[config.mk]
export PLATFORM = sky130hd
export DESIGN_NAME = adc_measurement_sequencer
export DESIGN_NICKNAME = d
export VERILOG_FILES = /design/src/adc_seq_pkg.sv /design/src/accum_if.sv /design/src/adc_measurement_sequencer.sv /design/src/tick_gen.sv /design/src/avg_accum.sv
export VERILOG_INCLUDE_DIRS = /design/src
export SDC_FILE = /design/constraint.sdc
export NUM_CORES = 1
export LEC_CHECK = 0
export ABC_AREA = 1
export BUFFER_PORTS_ARGS = -buffer_cell sky130_fd_sc_hd__buf_2
export CAP_MARGIN = 20
export CORE_UTILIZATION = 57
export CTS_BUF_LIST = sky130_fd_sc_hd__clkbuf_8
export DETAILED_ROUTE_END_ITERATION = 6
export HOLD_SLACK_MARGIN = 0.05
export PLACE_DENSITY = 0.85
export SLEW_MARGIN = 20
export SYNTH_ARGS = -nofsm -noshare
export SYNTH_HDL_FRONTEND = slang
export SYNTH_SLANG_ARGS = --single-unit
[constraint.sdc]
create_clock -name i_clock -period 6.5 [get_ports i_clock]
set_clock_uncertainty 0.15 [all_clocks]
set_input_delay 0.65 -clock i_clock [delete_from_list [all_inputs] [get_ports i_clock]]
set_output_delay 0.65 -clock i_clock [all_outputs]
set_load 0.02 [all_outputs]
[src/adc_seq_cfg.svh]
`ifndef ADC_SEQ_CFG_SVH
`define ADC_SEQ_CFG_SVH

// Register offsets
`define ADDR_CONFIG_SIX 8'h10
`define ADDR_CURRENT_MONITOR 8'h1D
`define ADDR_TERMINATION 8'h1E
`define ADDR_EXT_RES_A 8'h1F
`define ADDR_RAIL_2V5 8'h20
`define ADDR_CORE_VOLTAGE 8'h21
`define ADDR_SUPPLY_VOLTAGE 8'h22
`define ADDR_RAIL_5V 8'h23
`define ADDR_RAIL_12V 8'h24
`define ADDR_FAN1_MIN_HIGH 8'h55
`define ADDR_CONFIG_TWO 8'h73
`define ADDR_EXT_RES_B 8'h76
`define ADDR_EXT_RES_C 8'h77
`define ADDR_CONFIG_FOUR 8'h7D

// Field positions
`define BIT_SLOW_CYCLE 7
`define BIT_AVG_DISABLE 4
`define BIT_ATTENUATOR_BYPASS_ALL_ALL 5
`define BIT_SINGLE 6
`define BIT_BYP_2V5 4
`define BIT_BYP_CORE 5
`define BIT_BYP_5V 6
`define BIT_BYP_12V 7

// Reset values
`define CFG_RESET 8'h00
`define FAN1_RESET 8'h00

// Channel codes, also the single-channel select encoding
`define CH_2V5 4'h0
`define CH_CORE 4'h1
`define CH_SUPPLY 4'h2
`define CH_5V 4'h3
`define CH_12V 4'h4
`define CH_REMOTE1 4'h5
`define CH_LOCAL 4'h6
`define CH_REMOTE2 4'h7
`define CH_TERM 4'h8
`define CH_CURRENT 4'h9
`define CH_LAST 4'h9

// Timing
`define CLK_PERIOD_NS 5
`define TICK_US 100
`define TICK_CYCLES (`TICK_US * 1000 / `CLK_PERIOD_NS)
`define VOLT_SINGLE_CHANNEL_SELECT_US 700
`define REMOTE_SINGLE_CHANNEL_SELECT_US 7000
`define LOCAL_SINGLE_CHANNEL_SELECT_US 1300
`define CYCLE_DEFAULT_US 146500
`define CYCLE_SLOW_US 240000
`define VOLT_TICKS ((`VOLT_SINGLE_CHANNEL_SELECT_US + `TICK_US - 1) / `TICK_US)
`define REMOTE_TICKS ((`REMOTE_SINGLE_CHANNEL_SELECT_US + `TICK_US - 1) / `TICK_US)
`define LOCAL_TICKS ((`LOCAL_SINGLE_CHANNEL_SELECT_US + `TICK_US - 1) / `TICK_US)
`define CYCLE_DEFAULT_TICKS ((`CYCLE_DEFAULT_US + `TICK_US - 1) / `TICK_US)
`define CYCLE_SLOW_TICKS ((`CYCLE_SLOW_US + `TICK_US - 1) / `TICK_US)
`define AVG_COUNT 16
`define AVG_SHIFT 4

`endif

[src/adc_seq_pkg.sv]
package adc_seq_pkg;
    typedef enum logic [1:0] {ST_START, ST_SLOT, ST_HOLD} seq_state_t;
    typedef logic [3:0] chan_t;
    typedef logic [9:0] code_t;
endpackage

[src/accum_if.sv]
`timescale 1ns/1ps
`default_nettype none
interface accum_if;
    logic clear;
    logic add;
    logic avg_off;
    adc_seq_pkg::code_t code;
    adc_seq_pkg::code_t result;
    modport owner (output clear, output add, output avg_off,
        output code, input result);
    modport accum (input clear, input add, input avg_off,
        input code, output result);
endinterface
`default_nettype wire

[src/adc_measurement_sequencer.sv]
`timescale 1ns/1ps
`default_nettype none
`include "adc_seq_cfg.svh"

module adc_measurement_sequencer #(
    parameter int TICK_CYCLES = `TICK_CYCLES
) (
    // Clock and reset
    input wire logic i_clock,
    input wire logic i_rst_b,
    // Register port
    input wire logic [7:0] i_reg_addr,
    input wire logic i_reg_wr,
    input wire logic i_reg_rd,
    input wire logic [7:0] i_reg_wdata,
    output logic [7:0] o_reg_rdata,
    // Converter and input multiplexer
    output logic [3:0] o_mux_channel,
    output logic o_single_channel_select_start,
    output logic [4:0] o_attenuator_bypass_all_bypass,
    input wire logic i_single_channel_select_done,
    input wire logic [9:0] i_single_channel_select_code,
    // Finished measurements
    output logic o_result_valid,
    output logic [3:0] o_result_channel,
    output logic [9:0] o_result_code
);
    logic rst_meta_b_ff;
    logic rst_b_ff;
    logic tick;
    logic [7:0] cfg6_ff;
    logic [7:0] cfg2_ff;
    logic [7:0] cfg4_ff;
    logic [7:0] fan1_ff;
    logic [9:0] val_ff [0:6];
    logic [6:0] lock_ff;
    adc_seq_pkg::seq_state_t state_ff;
    adc_seq_pkg::seq_state_t nxt_state;
    adc_seq_pkg::chan_t chan_ff;
    adc_seq_pkg::chan_t nxt_chan;
    logic [6:0] slot_cnt_ff;
    logic [6:0] nxt_slot_cnt;
    logic [3:0] single_channel_select_cnt_ff;
    logic [3:0] nxt_single_channel_select_cnt;
    logic [11:0] frame_cnt_ff;
    logic [11:0] nxt_frame_cnt;
    logic single_channel_select_start_ff;
    logic [3:0] mux_chan_ff;
    logic [4:0] attenuator_bypass_all_ff;
    logic result_valid_ff;
    logic [3:0] result_chan_ff;
    logic [9:0] result_code_ff;
    logic [7:0] rdata_ff;
    logic [7:0] rd_mux;

    // Reset release through two flops
    always_ff @(posedge i_clock or negedge i_rst_b)
    begin
        if (!i_rst_b)
        begin
            rst_meta_b_ff <= 1'b0;
            rst_b_ff <= 1'b0;
        end
        else
        begin
            rst_meta_b_ff <= 1'b1;
            rst_b_ff <= rst_meta_b_ff;
        end
    end

    // A 0.1 ms enable paces every slot and the pass timer
    tick_gen #(
        .DIV(TICK_CYCLES)
    ) u_tick (
        .i_clock(i_clock),
        .i_rst_b(rst_b_ff),
        .o_tick(tick)
    );

    accum_if acc ();

    avg_accum #(
        .SHIFT(`AVG_SHIFT)
    ) u_acc (
        .i_clock(i_clock),
        .i_rst_b(rst_b_ff),
        .bus(acc.accum)
    );

    function automatic logic [6:0] slot_len(input logic [3:0] c);
        case (c)
            `CH_REMOTE1, `CH_REMOTE2: slot_len = 7'(`REMOTE_TICKS);
            `CH_LOCAL: slot_len = 7'(`LOCAL_TICKS);
            default: slot_len = 7'(`VOLT_TICKS);
        endcase
    endfunction

    // Voltage channels own a value register; temperatures do not
    function automatic logic [6:0] slot_sel(input logic [3:0] c);
        case (c)
            `CH_2V5: slot_sel = 7'h01;
            `CH_CORE: slot_sel = 7'h02;
            `CH_SUPPLY: slot_sel = 7'h04;
            `CH_5V: slot_sel = 7'h08;
            `CH_12V: slot_sel = 7'h10;
            `CH_TERM: slot_sel = 7'h20;
            `CH_CURRENT: slot_sel = 7'h40;
            default: slot_sel = 7'h00;
        endcase
    endfunction

    // Register decode
    wire hit_cfg6 = (i_reg_addr == `ADDR_CONFIG_SIX);
    wire hit_cfg2 = (i_reg_addr == `ADDR_CONFIG_TWO);
    wire hit_cfg4 = (i_reg_addr == `ADDR_CONFIG_FOUR);
    wire hit_fan1 = (i_reg_addr == `ADDR_FAN1_MIN_HIGH);
    wire rd_ext_a = i_reg_rd && (i_reg_addr == `ADDR_EXT_RES_A);
    wire rd_ext_b = i_reg_rd && (i_reg_addr == `ADDR_EXT_RES_B);
    wire rd_ext_c = i_reg_rd && (i_reg_addr == `ADDR_EXT_RES_C);
    wire [6:0] rd_val = {7{i_reg_rd}} & {
        i_reg_addr == `ADDR_CURRENT_MONITOR,
        i_reg_addr == `ADDR_TERMINATION,
        i_reg_addr == `ADDR_RAIL_12V,
        i_reg_addr == `ADDR_RAIL_5V,
        i_reg_addr == `ADDR_SUPPLY_VOLTAGE,
        i_reg_addr == `ADDR_CORE_VOLTAGE,
        i_reg_addr == `ADDR_RAIL_2V5};
    wire [6:0] lock_set = ({7{rd_ext_a}} & 7'h0F) |
        ({7{rd_ext_b}} & 7'h30) | ({7{rd_ext_c}} & 7'h40);

    // Control fields
    wire slow_cycle = cfg6_ff[`BIT_SLOW_CYCLE];
    wire avg_off = cfg2_ff[`BIT_AVG_DISABLE];
    wire attenuator_bypass_all_all = cfg2_ff[`BIT_ATTENUATOR_BYPASS_ALL_ALL];
    wire single = cfg2_ff[`BIT_SINGLE];
    wire [3:0] sel_code = fan1_ff[7:4];
    wire [3:0] sel_chan = (sel_code > `CH_LAST) ? `CH_2V5 : sel_code;
    wire [4:0] attenuator_bypass_all_next = {cfg4_ff[`BIT_BYP_12V], cfg4_ff[`BIT_BYP_5V],
        1'b0, cfg4_ff[`BIT_BYP_CORE], cfg4_ff[`BIT_BYP_2V5]} |
        {5{attenuator_bypass_all_all}};
    wire [11:0] frame_target = slow_cycle ?
        12'(`CYCLE_SLOW_TICKS) : 12'(`CYCLE_DEFAULT_TICKS);

    // Sequencer decode
    wire in_slot = (state_ff == adc_seq_pkg::ST_SLOT);
    wire slot_end = in_slot && tick && (slot_cnt_ff == 7'h01);
    wire single_channel_select_last = avg_off ||
        (single_channel_select_cnt_ff == 4'(`AVG_COUNT - 1));
    wire store = slot_end && single_channel_select_last;
    wire wrap = !single && (chan_ff == `CH_LAST);
    wire [3:0] next_chan = single ? sel_chan :
        (chan_ff == `CH_LAST) ? `CH_2V5 : chan_ff + 4'h1;
    wire hold_done = avg_off || single ||
        (frame_cnt_ff >= frame_target);
    wire [6:0] val_we = {7{store}} & slot_sel(chan_ff) & ~lock_ff;

    // Raw 10-bit codes go straight into the averager
    assign acc.clear = store;
    assign acc.add = in_slot && i_single_channel_select_done;
    assign acc.code = i_single_channel_select_code;
    assign acc.avg_off = avg_off;

    always_comb
    begin
        nxt_state = state_ff;
        nxt_chan = chan_ff;
        nxt_slot_cnt = slot_cnt_ff;
        nxt_single_channel_select_cnt = single_channel_select_cnt_ff;
        nxt_frame_cnt = frame_cnt_ff;
        if (tick && (frame_cnt_ff != 12'hFFF))
            nxt_frame_cnt = frame_cnt_ff + 12'h001;
        case (state_ff)
            adc_seq_pkg::ST_START:
            begin
                nxt_slot_cnt = slot_len(chan_ff);
                nxt_state = adc_seq_pkg::ST_SLOT;
            end
            adc_seq_pkg::ST_SLOT:
            begin
                if (tick)
                    nxt_slot_cnt = slot_cnt_ff - 7'h01;
                if (slot_end)
                begin
                    nxt_single_channel_select_cnt = single_channel_select_last ? 4'h0 : single_channel_select_cnt_ff + 4'h1;
                    nxt_state = adc_seq_pkg::ST_START;
                    if (single_channel_select_last)
                    begin
                        nxt_chan = next_chan;
                        if (wrap)
                            nxt_state = adc_seq_pkg::ST_HOLD;
                    end
                end
            end
            adc_seq_pkg::ST_HOLD:
            begin
                if (hold_done)
                begin
                    nxt_state = adc_seq_pkg::ST_START;
                    nxt_chan = single ? sel_chan : `CH_2V5;
                    nxt_frame_cnt = 12'h000;
                end
            end
            default:
                nxt_state = adc_seq_pkg::ST_START;
        endcase
    end

    always_ff @(posedge i_clock or negedge rst_b_ff)
    begin
        if (!rst_b_ff)
        begin
            state_ff <= adc_seq_pkg::ST_START;
            chan_ff <= `CH_2V5;
            slot_cnt_ff <= 7'h00;
            single_channel_select_cnt_ff <= 4'h0;
            frame_cnt_ff <= 12'h000;
        end
        else
        begin
            state_ff <= nxt_state;
            chan_ff <= nxt_chan;
            slot_cnt_ff <= nxt_slot_cnt;
            single_channel_select_cnt_ff <= nxt_single_channel_select_cnt;
            frame_cnt_ff <= nxt_frame_cnt;
        end
    end

    // Software registers; the fan byte keeps all eight bits
    always_ff @(posedge i_clock or negedge rst_b_ff)
    begin
        if (!rst_b_ff)
        begin
            cfg6_ff <= `CFG_RESET;
            cfg2_ff <= `CFG_RESET;
            cfg4_ff <= `CFG_RESET;
            fan1_ff <= `FAN1_RESET;
        end
        else if (i_reg_wr)
        begin
            if (hit_cfg6)
                cfg6_ff <= i_reg_wdata;
            if (hit_cfg2)
                cfg2_ff <= i_reg_wdata;
            if (hit_cfg4)
                cfg4_ff <= i_reg_wdata;
            if (hit_fan1)
                fan1_ff <= i_reg_wdata;
        end
    end

    // Lock survives until the value byte itself is read; updates that
    // arrive meanwhile are dropped, not queued
    always_ff @(posedge i_clock or negedge rst_b_ff)
    begin
        if (!rst_b_ff)
            lock_ff <= 7'h00;
        else
            lock_ff <= (lock_ff & ~rd_val) | lock_set;
    end

    for (genvar g = 0; g < 7; g++)
    begin : g_val
        always_ff @(posedge i_clock or negedge rst_b_ff)
        begin
            if (!rst_b_ff)
                val_ff[g] <= 10'h000;
            else if (val_we[g])
                val_ff[g] <= acc.result;
        end
    end

    always_comb
    begin
        rd_mux = 8'h00;
        case (i_reg_addr)
            `ADDR_CONFIG_SIX: rd_mux = cfg6_ff;
            `ADDR_CONFIG_TWO: rd_mux = cfg2_ff;
            `ADDR_CONFIG_FOUR: rd_mux = cfg4_ff;
            `ADDR_FAN1_MIN_HIGH: rd_mux = fan1_ff;
            `ADDR_RAIL_2V5: rd_mux = val_ff[0][9:2];
            `ADDR_CORE_VOLTAGE: rd_mux = val_ff[1][9:2];
            `ADDR_SUPPLY_VOLTAGE: rd_mux = val_ff[2][9:2];
            `ADDR_RAIL_5V: rd_mux = val_ff[3][9:2];
            `ADDR_RAIL_12V: rd_mux = val_ff[4][9:2];
            `ADDR_TERMINATION: rd_mux = val_ff[5][9:2];
            `ADDR_CURRENT_MONITOR: rd_mux = val_ff[6][9:2];
            `ADDR_EXT_RES_A: rd_mux = {val_ff[3][1:0], val_ff[2][1:0],
                val_ff[1][1:0], val_ff[0][1:0]};
            `ADDR_EXT_RES_B: rd_mux = {4'h0, val_ff[5][1:0],
                val_ff[4][1:0]};
            `ADDR_EXT_RES_C: rd_mux = {6'h00, val_ff[6][1:0]};
            default: rd_mux = 8'h00;
        endcase
    end

    always_ff @(posedge i_clock or negedge rst_b_ff)
    begin
        if (!rst_b_ff)
        begin
            single_channel_select_start_ff <= 1'b0;
            mux_chan_ff <= `CH_2V5;
            attenuator_bypass_all_ff <= 5'h00;
            result_valid_ff <= 1'b0;
            result_chan_ff <= `CH_2V5;
            result_code_ff <= 10'h000;
            rdata_ff <= 8'h00;
        end
        else
        begin
            single_channel_select_start_ff <= (state_ff == adc_seq_pkg::ST_START);
            mux_chan_ff <= chan_ff;
            attenuator_bypass_all_ff <= attenuator_bypass_all_next;
            result_valid_ff <= store;
            if (store)
            begin
                result_chan_ff <= chan_ff;
                result_code_ff <= acc.result;
            end
            if (i_reg_rd)
                rdata_ff <= rd_mux;
        end
    end

    assign o_single_channel_select_start = single_channel_select_start_ff;
    assign o_mux_channel = mux_chan_ff;
    assign o_attenuator_bypass_all_bypass = attenuator_bypass_all_ff;
    assign o_result_valid = result_valid_ff;
    assign o_result_channel = result_chan_ff;
    assign o_result_code = result_code_ff;
    assign o_reg_rdata = rdata_ff;
endmodule
`default_nettype wire

[src/tick_gen.sv]
`timescale 1ns/1ps
`default_nettype none
module tick_gen #(
    parameter int DIV = 20000
) (
    // Clock and reset
    input wire logic i_clock,
    input wire logic i_rst_b,
    // Enable pulse
    output logic o_tick
);
    localparam int W = $clog2(DIV + 1);
    logic [W-1:0] cnt_ff;
    logic tick_ff;
    wire wrap = (cnt_ff == W'(DIV - 1));

    always_ff @(posedge i_clock or negedge i_rst_b)
    begin
        if (!i_rst_b)
        begin
            cnt_ff <= '0;
            tick_ff <= 1'b0;
        end
        else
        begin
            cnt_ff <= wrap ? '0 : cnt_ff + W'(1);
            tick_ff <= wrap;
        end
    end

    assign o_tick = tick_ff;
endmodule
`default_nettype wire

[src/avg_accum.sv]
`timescale 1ns/1ps
`default_nettype none
`include "adc_seq_cfg.svh"
module avg_accum #(
    parameter int SHIFT = `AVG_SHIFT
) (
    // Clock and reset
    input wire logic i_clock,
    input wire logic i_rst_b,
    // Accumulator port
    accum_if.accum bus
);
    localparam int SW = 10 + SHIFT;
    logic [SW-1:0] sum_ff;
    logic [SW-1:0] nxt_sum;

    // Clear drops a sample landing in the same cycle; samples never
    // arrive that close to the end of a slot
    assign nxt_sum = bus.clear ? '0 :
        bus.add ? sum_ff + SW'(bus.code) : sum_ff;

    always_ff @(posedge i_clock or negedge i_rst_b)
    begin
        if (!i_rst_b)
            sum_ff <= '0;
        else
            sum_ff <= nxt_sum;
    end

    // Sixteen 10-bit codes fit, so the mean never exceeds full scale
    assign bus.result = bus.avg_off ? sum_ff[9:0] : sum_ff[SW-1:SHIFT];
endmodule
`default_nettype wire

; Word level (Yosys, flattened, before mapping)
; Cells that the tools add are included.
[word_totals]
word_cells = 134
output_inout_bits = 33
in_bits = 31
ff_bits = 203
[classes]
order_cmp = 2
muxes = 27
bitwise = 10
eq_ne = 33
addsub = 6
n_reduce_logical = 27
[op_table]
columns = cell, count
row1 = $pmux 8 s14, 1
row2 = $pmux 7 s7, 1
row3 = $mux 12, 4
row4 = $eq 8x6->1 const B, 5
row5 = $eq 8x7->1 const B, 5
row6 = $eq 8x5->1 const B, 4
row7 = $mux 4, 8
row8 = $and 7x7->7, 4
row9 = $mux 14, 2
row10 = $pmux 7 s2, 2
row11 = $eq 4x3->1 const B, 4
row12 = $add 15x1->15 const B, 1
row13 = $eq 15x15->1 const B, 1
row14 = $mux 15, 1
row15 = $add 14x10->14, 1
row16 = $not 7->7, 2
row17 = $reduce_and 2->1, 7
row18 = $add 12x1->12 const B, 1
row19 = $eq 4x4->1 const B, 3
row20 = $ge 12x12->1, 1
row21 = $ne 12x12->1 const B, 1
row22 = $mux 10, 1
row23 = $logic_and 1x1->1, 9
row24 = $add 4x1->4 const B, 2
row25 = 24 further kinds, 34

; Logic depth before layout (Yosys ltp)
; Gate-level depths: netlist of run 1.
[logic_depth]
ltp_word = 6
mapped_depth = 12
depth_no_buf = 12

; Hierarchy
; A second synthesis of run 1 with hierarchy kept.
[hier_totals]
hier_cells = 1330
area_unflattened_um2 = 10423.7
[modules_own_cells]
columns = mod, seq_area_each_um2, n_inst, area_each_um2, cells_each
row1 = adc_measurement_sequencer, 4329.2, 1, 8265.4, 1015
row2 = avg_accum, 350.3, 1, 1255.0, 191
row3 = tick_gen, 400.4, 1, 903.4, 124

; Worst setup path after synthesis of run 1
; Ideal clock, no wire load.
[synth_timing]
path_type = input to register
from = in i_single_channel_select_code[0]
to = reg u_acc.sum_ff[8]
setup_ns = 0.083
setup_slack_ns = 4.431
stages = 8
n_path_buf = 0
arrival_ns = 1.836
required_ns = 6.267
path_cell_list = ha_1 -> fa_1 -> nand3_1 -> nand3_1 -> nand4_1 -> nand2_1 -> and2_1 -> o21ai_0
[synth_between]
elab_chain_len = 3
[synth_rtl]
columns = element, line
row1 = from (decl), adc_measurement_sequencer.sv:22  ; input wire logic [9:0] i_single_channel_select_code,
row2 = $add 14x10->14, avg_accum.sv:20  ; bus.add ? sum_ff + SW'(bus.code) : sum_ff;
row3 = $mux 14, avg_accum.sv:20
row4 = $mux 14, avg_accum.sv:19  ; assign nxt_sum = bus.clear ? '0 :
row5 = to (signal assigned), avg_accum.sv:27  ; sum_ff <= nxt_sum;
row6 = to (decl), avg_accum.sv:14  ; logic [SW-1:0] sum_ff;
; Every way passes these cells. The select of a mux whose other input is x is not followed.
; A chain may end at the register's enable or synchronous reset.

; Final worst setup path of run 1
[layout_timing]
from = reg cfg2_ff[4]
to = reg val_ff[46] (netlist bit)
[layout_between]
elab_chain_len = 4
elab_cells_between_ends = 5
cone_classes = mux (1) / bitwise (2) / reduce/logical (2)
[layout_rtl]
columns = element, line
row1 = from (decl), adc_measurement_sequencer.sv:32  ; logic [7:0] cfg2_ff;
row2 = from (signal assigned), adc_measurement_sequencer.sv:234  ; cfg2_ff <= `CFG_RESET;
row3 = from (signal assigned), adc_measurement_sequencer.sv:243  ; cfg2_ff <= i_reg_wdata;
row4 = $logic_or 1x1->1, adc_measurement_sequencer.sv:147  ; wire single_channel_select_last = avg_off ||
row5 = $logic_and 1x1->1, adc_measurement_sequencer.sv:149  ; wire store = slot_end && single_channel_select_last;
row6 = $and 7x7->7 (2 in a row), adc_measurement_sequencer.sv:155  ; wire [6:0] val_we = {7{store}} & slot_sel(chan_ff) & ~lock_ff;
row7 = "to (signal, indexed assignment)", adc_measurement_sequencer.sv:268  ; val_ff[g] <= acc.result;
row8 = to (decl), adc_measurement_sequencer.sv:35  ; logic [9:0] val_ff [0:6];
; Several ways; a longest one is shown, not always the timed one.

==> results.cfg, run 1 <==
[cts]
cts_buffers = 34
clk_latency_ps = 530
cts_resized = 0
cts_tree = yes
clock_path_buffers = 3
cts-root-buf = clkbuf_8
path_clk_slew_ps = 60
cts_sinks = 203
cts_max_level = 2

[sta]
worst_slew_pin_slew_ps = 1110
hold_viol = 0
setup_violations = 0
rsz0062_at_grt = no
period_share_pct = 42.2
hold_slack_ps = 203
maxSlewHeadroom_pct = 24.0
drv_slew = 0
fin_setup_tns_ps = 0
max_freq_mhz = 365
fin_crit_ps = 2740

[outcome]
status = complete, no violations

[logic_synthesis]
synthSimpleGateAreaFrac_pct = 28.1
synth_edf_count = 0
synth_xor_area_share_pct = 1.39
syn_nets = 1301
netlist_area_um2 = 10100
synth_top_family_by_area = simple AND/OR/NAND/NOR gates
synth_mux_area_share_pct = 0.795
synth_cells = 1247
yosys_register_bits = 203
synth_seq_area_share_pct = 50.4
synth_compound_area_share_pct = 10.3
synth.distinct_cells = 44
synth_warnings = 0
syn_area_per_cell_um2 = 8.08
synthAdderAreaFrac_pct = 2.93
synthArstFlopShare_pct = 100
synth_ff_type = dfrtp_1

[drt]
wl_um = 25500
vias = 8836
wl_per_cell_um = 16.3
drtIter0Drc = 928
remaining_drc_errors = 0
dr.pass1.iters = 6
vias_per_cell = 5.66
ant_nets = 0

[die]
die-area_um2 = 18200
die_x_um = 135
row_count = 48
io_pins = 64
initial_core_util_pct = 58.2
die_y_um = 135
coreArea_um2 = 17300

[critical_path]
required_ps = 6690
rr_worst_depth = 7
worstSetupPathType = reg -> reg
cp.arrival_ps = 2940
critical-path-top-cell-by-count = inv_2
crit_chain = inv_2 > o21ai_0 > inv_2 > nor3_4 > nand2_2 > nand2_1 > o21ai_1
worstSetupStartpointType = register
end_kind = register
cp_slowest_cell = dfrtp_1
slowest_delay_ps = 850
cp_max_fo = 20

[global_route]
grt_pass1_wl_um = 41800
grt_pass1_vias = 8420
antenna_found_initial = 0
grt_overflow_total = 0
grt_max_degree = 202
grt.total_usage_pct = 29.1

[placed_design]
io_buffers = 63
place_congestion = 0.909
dp_hpwl_um = 17400

[power]
p_per_area_nw_per_um2 = 274
peakVddDrop_mv = 0.191
p_leak_nw = 5.84

[run]
maxCapViolations = 0

[min_path]
min_path_type = in -> reg
whs_path_depth = 3

[final_layout]
synthToLayoutAreaGrowth_pct = 12.0
drive_gt1_share_pct = 11.5
num_antenna_cells = 0
n_fill_cell = 1438
fin_nets = 1370
-- area by class of cell --
type / instances / area [um2] / area share [%]
sequential: 203 / 5080 / 45.1
multi-input combinational: 895 / 4410 / 39.1
clock buffer: 46 / 633 / 5.61
inverter: 112 / 422 / 3.74
timing repair buffer: 70 / 403 / 3.57
tap: 225 / 282 / 2.50
clock inverter: 9 / 41.3 / 0.366
-- critical path, delay by kind of cell, from the launching register on --
family / cells / cell delay [ps]
compound gates: 2 / 260
buf+inv: 2 / 270
flops: 1 / 850
simple gates: 3 / 1020
-- cell usage after synthesis (all sizes together) (10+ instances only) --
| cell | count | area, um2 |
|---|---|---|
| a21oi | 38 | 190 |
| buf | 27 | 146 |
| clkbuf | 10 | 37.5 |
| dfrtp | 203 | 5080 |
| ha | 22 | 275 |
| inv | 108 | 405 |
| nand2 | 348 | 1340 |
| nand3 | 131 | 656 |
| nand4 | 29 | 181 |
| nor2 | 106 | 425 |
| nor3 | 26 | 141 |
| o21ai | 135 | 683 |
| xor2 | 12 | 105 |
-- final timing paths --
check	start	to	slack, ps
max	cfg2_ff[4]	val_ff[46]	3760
min	i_reg_wdata[5]	fan1_ff[5]	200
max reg2reg	cfg2_ff[4]	val_ff[46]	3760
min reg2reg	rst_meta_b_ff	rst_b_ff	200
max in group asynchronous	rst_b_ff	val_ff[47]	5100
min in group asynchronous	rst_b_ff	frame_cnt_ff[4]	240
-- registers in the layout, summed over array words and instances (netlist names), 2 cells and up --
| signal | flops |
|---|---|
| u_acc.sum_ff | 14 |
| cfg4_ff | 8 |
| o_mux_channel | 4 |
| frame_cnt_ff | 12 |
| state_ff | 2 |
| cfg2_ff | 8 |
| fan1_ff | 8 |
| slot_cnt_ff | 7 |
| cfg6_ff | 8 |
| u_tick.cnt_ff | 15 |
| chan_ff | 4 |
| o_attenuator_bypass_all_bypass | 5 |
| o_result_channel | 4 |
| val_ff | 70 |
| o_reg_rdata | 8 |
| single_channel_select_cnt_ff | 4 |
| o_result_code | 10 |
| lock_ff | 7 |
-- per-stage QoR --
step	worst slack (ps)	instances	util, %	instance area, um2	power (mW)
after floorplan	274	1247	-	10100	1.76
after global placement	3780	1503	61.0	10500	1.94
after detailed placement	3810	1503	61.1	10600	1.96
after CTS	3820	1559	65.0	11200	3.08
after global routing	3640	1560	65.2	11300	3.22
final	3760	1560	65.2	11300	3.09
-- cell families after synthesis --
group           after synthesis
compound gates              194
xor+xnor                     16
fa+ha+maj                    23
buf+inv                     149
flops                       203
mux                           8
other cells                   1
simple gates                653
-- per-layer routing --
layer  track usage [%]  vias to the layer above  wire (um)
met4              11.0                        0        771
li1                  -                     4246          -
met3              6.19                       76       2480
met1              40.6                     4075      11000
met5                 0                        -          0
met2              44.8                      439      11300
-- cell usage in the layout (no fill, tap or decap), drive strengths merged --
cell	instances
nand2	348
dfrtp	203
o21ai	135
nand3	131
inv	114
nor2	106
buf	69
clkbuf	46
a21oi	38
nand4	29
nor3	26
ha	22
xor2	12
mux2i	8
clkinv	7
o21a	6
or2	5
xnor2	4
o32ai	4
a22o	3
o31ai	3
nor4	2
and3	2
and2	2
a22oi	2
o211ai	1
nor3b	1
o21bai	1
nand3b	1
o22ai	1
fa	1
dlygate4sd3	1
conb	1
-- where the power goes --
group          internal [mW]  total, mW  switching (mW)  leakage, nW
Combinational          0.172      0.561           0.389         2.74
Sequential              1.33       1.40          0.0701         2.73
Clock                  0.626       1.13           0.504        0.375
Total                   2.12       3.09           0.963         5.84
-- repair_timing --
item | 4_1_cts | 5_1_grt
setup buffers | 0 | 0
hold buffers | 1 | 0
hold endpoints to repair | 2 | 0
Power figures use the tool's default switching activity.
==> run 2, diff against run 1 <==
- clock period: 6.5 -> 2.3 ns (I/O delays scaled with it)
==> results.cfg, run 2 (synthesis gave the netlist of run 1 again) <==
[outcome]
status = complete, no violations

[drt]
drtIter0Drc = 832
dr.max_layer_used = met4
dr.pass1.iters = 5
dr_wl_met2_um = 12100
vias = 9138
vias_per_cell = 5.67
wl_per_cell_um = 16.2
wl_met3_um = 2170
wl_met1_um = 10900
wl_um = 26100
remaining_drc_errors = 0
ant_nets = 0

[sta]
drv_slew = 0
maxSlewHeadroom_pct = 34.0
period_share_pct = 93.3
worst_slew_pin_slew_ps = 984
hold_viol = 0
setup_violations = 0
max_freq_mhz = 466
hold_slack_ps = 106
fin_crit_ps = 2150

[cts]
cts_buffers = 35
cts_tree = yes
cts_max_level = 2
path_clk_slew_ps = 60
clk_latency_ps = 530
clock_path_buffers = 3
cts-root-buf = clkbuf_8
cts_sinks = 203

[final_layout]
synthToLayoutAreaGrowth_pct = 16.4
fin_nets = 1418
drive_gt1_share_pct = 12.8
n_fill_cell = 1374
num_antenna_cells = 0
top_register = val_ff
largest_reg_flops = 70
final_common_cell = nand2_1
reg_top3 = val_ff (70), u_tick.cnt_ff (15), u_acc.sum_ff (14)
mostFrequentLayoutCells = nand2_1 (337), dfrtp_1 (202), nand3_1 (131), inv_1 (120), nor2_1 (98)

[critical_path]
end_kind = register
cp.arrival_ps = 2400
required_ps = 2550
worstSetupPathType = reg -> reg
worstSetupStartpointType = register
cp_max_fo = 10

[global_route]
grt_pass1_wl_um = 43000
grt_overflow_total = 0
grt_max_degree = 47
antenna_found_initial = 0
grt_pass1_vias = 8855
grt.total_usage_pct = 30.1

[die]
row_count = 48
die_x_um = 135
initial_core_util_pct = 58.2
die_y_um = 135
die-area_um2 = 18200
io_pins = 64
coreArea_um2 = 17300

[power]
clkPwrFrac_pct = 35.7
p_sw_share_pct = 31.0
p_int_mw = 6.04
seqPwrFrac_pct = 45.1
p_sw_mw = 2.72
peakVddDrop_mv = 0.579
p_per_area_nw_per_um2 = 747
p_leak_nw = 6.14
power_frac_comb_pct = 19.3
power.total_mw = 8.75

[run]
maxCapViolations = 0

[min_path]
min_path_type = in -> reg

[placed_design]
io_buffers = 63
place_congestion = 0.933
dp_hpwl_um = 18400
-- run 2: layout make-up --
| class | count | area [um2] | share of cell area [%] |
|---|---|---|---|
| flip-flops and latches | 203 | 5080 | 43.4 |
| multi-input cells | 895 | 4410 | 37.6 |
| repair buffers | 117 | 861 | 7.34 |
| clock buffers | 44 | 606 | 5.16 |
| inverters | 112 | 422 | 3.60 |
| well taps | 225 | 282 | 2.40 |
| clock inverters | 16 | 60.1 | 0.512 |
-- run 2: worst paths after layout --
| kind | start | endpoint | slack (ps) | cells past startpoint |
|---|---|---|---|---|
| max | single_channel_select_cnt_ff[0] | u_acc.sum_ff[3] | 150 | 7 |
| min | i_single_channel_select_code[6] | u_acc.sum_ff[6] | 110 | 4 |
| max reg2reg | single_channel_select_cnt_ff[0] | u_acc.sum_ff[3] | 150 | 7 |
| min reg2reg | rst_meta_b_ff | rst_b_ff | 200 | 0 |
| max in group asynchronous | rst_b_ff | val_ff[69] | 1110 | 1 |
| min in group asynchronous | rst_b_ff | o_mux_channel[0] | 220 | 0 |
-- run 2: what timing repair did --
action	4_1_cts	5_1_grt
setup endpoints to repair	0	65
gates resized for setup	0	4
setup buffers	0	4
hold buffers	16	0
endpoints found under the hold margin	52	0
-- run 2: critical path, stage by stage (launching register included) --
cell and delay [ps]:
dfrtp_1 370, ha_1 180, nand2_1 70, o21ai_0 280
nand3_1 320, nand2_1 300, inv_2 130, a22o_1 220
-- run 2: power by group through the flow --
| stage | Clock [mW] | Combinational (mW) | Sequential, mW |
|---|---|---|---|
| 2_1_floorplan | 0 | 1.00 | 3.98 |
| 3_3_place_gp | 0 | 1.59 | 4.00 |
| 3_5_place_dp | 0 | 1.63 | 4.00 |
| 4_1_cts | 3.17 | 1.66 | 3.94 |
| 5_1_grt | 3.32 | 1.86 | 3.97 |
| 6_report | 3.12 | 1.69 | 3.95 |
-- run 2: stage by stage --
| stage | instances | setup TNS, ps | instance area [um2] | setup WS (ps) | util (%) |
|---|---|---|---|---|---|
| 6_report | 1612 | 0 | 11700 | 154 | 67.8 |
| 5_1_grt | 1612 | -12.6 | 11700 | -7.12 | 67.8 |
| 4_1_cts | 1608 | 0 | 11700 | 9.41 | 67.4 |
| 3_5_place_dp | 1532 | 0 | 10800 | 41.9 | 62.6 |
| 3_3_place_gp | 1532 | 0 | 10800 | 125 | 62.6 |
| 2_1_floorplan | 1247 | 0 | 10100 | 80.6 | - |
-- run 2: metal layers --
metal | vias up | GRT usage [%]
met4 | 0 | 14.5
met5 | - | 0
li1 | 4359 | -
met3 | 77 | 5.52
met2 | 430 | 47.4
met1 | 4272 | 40.3
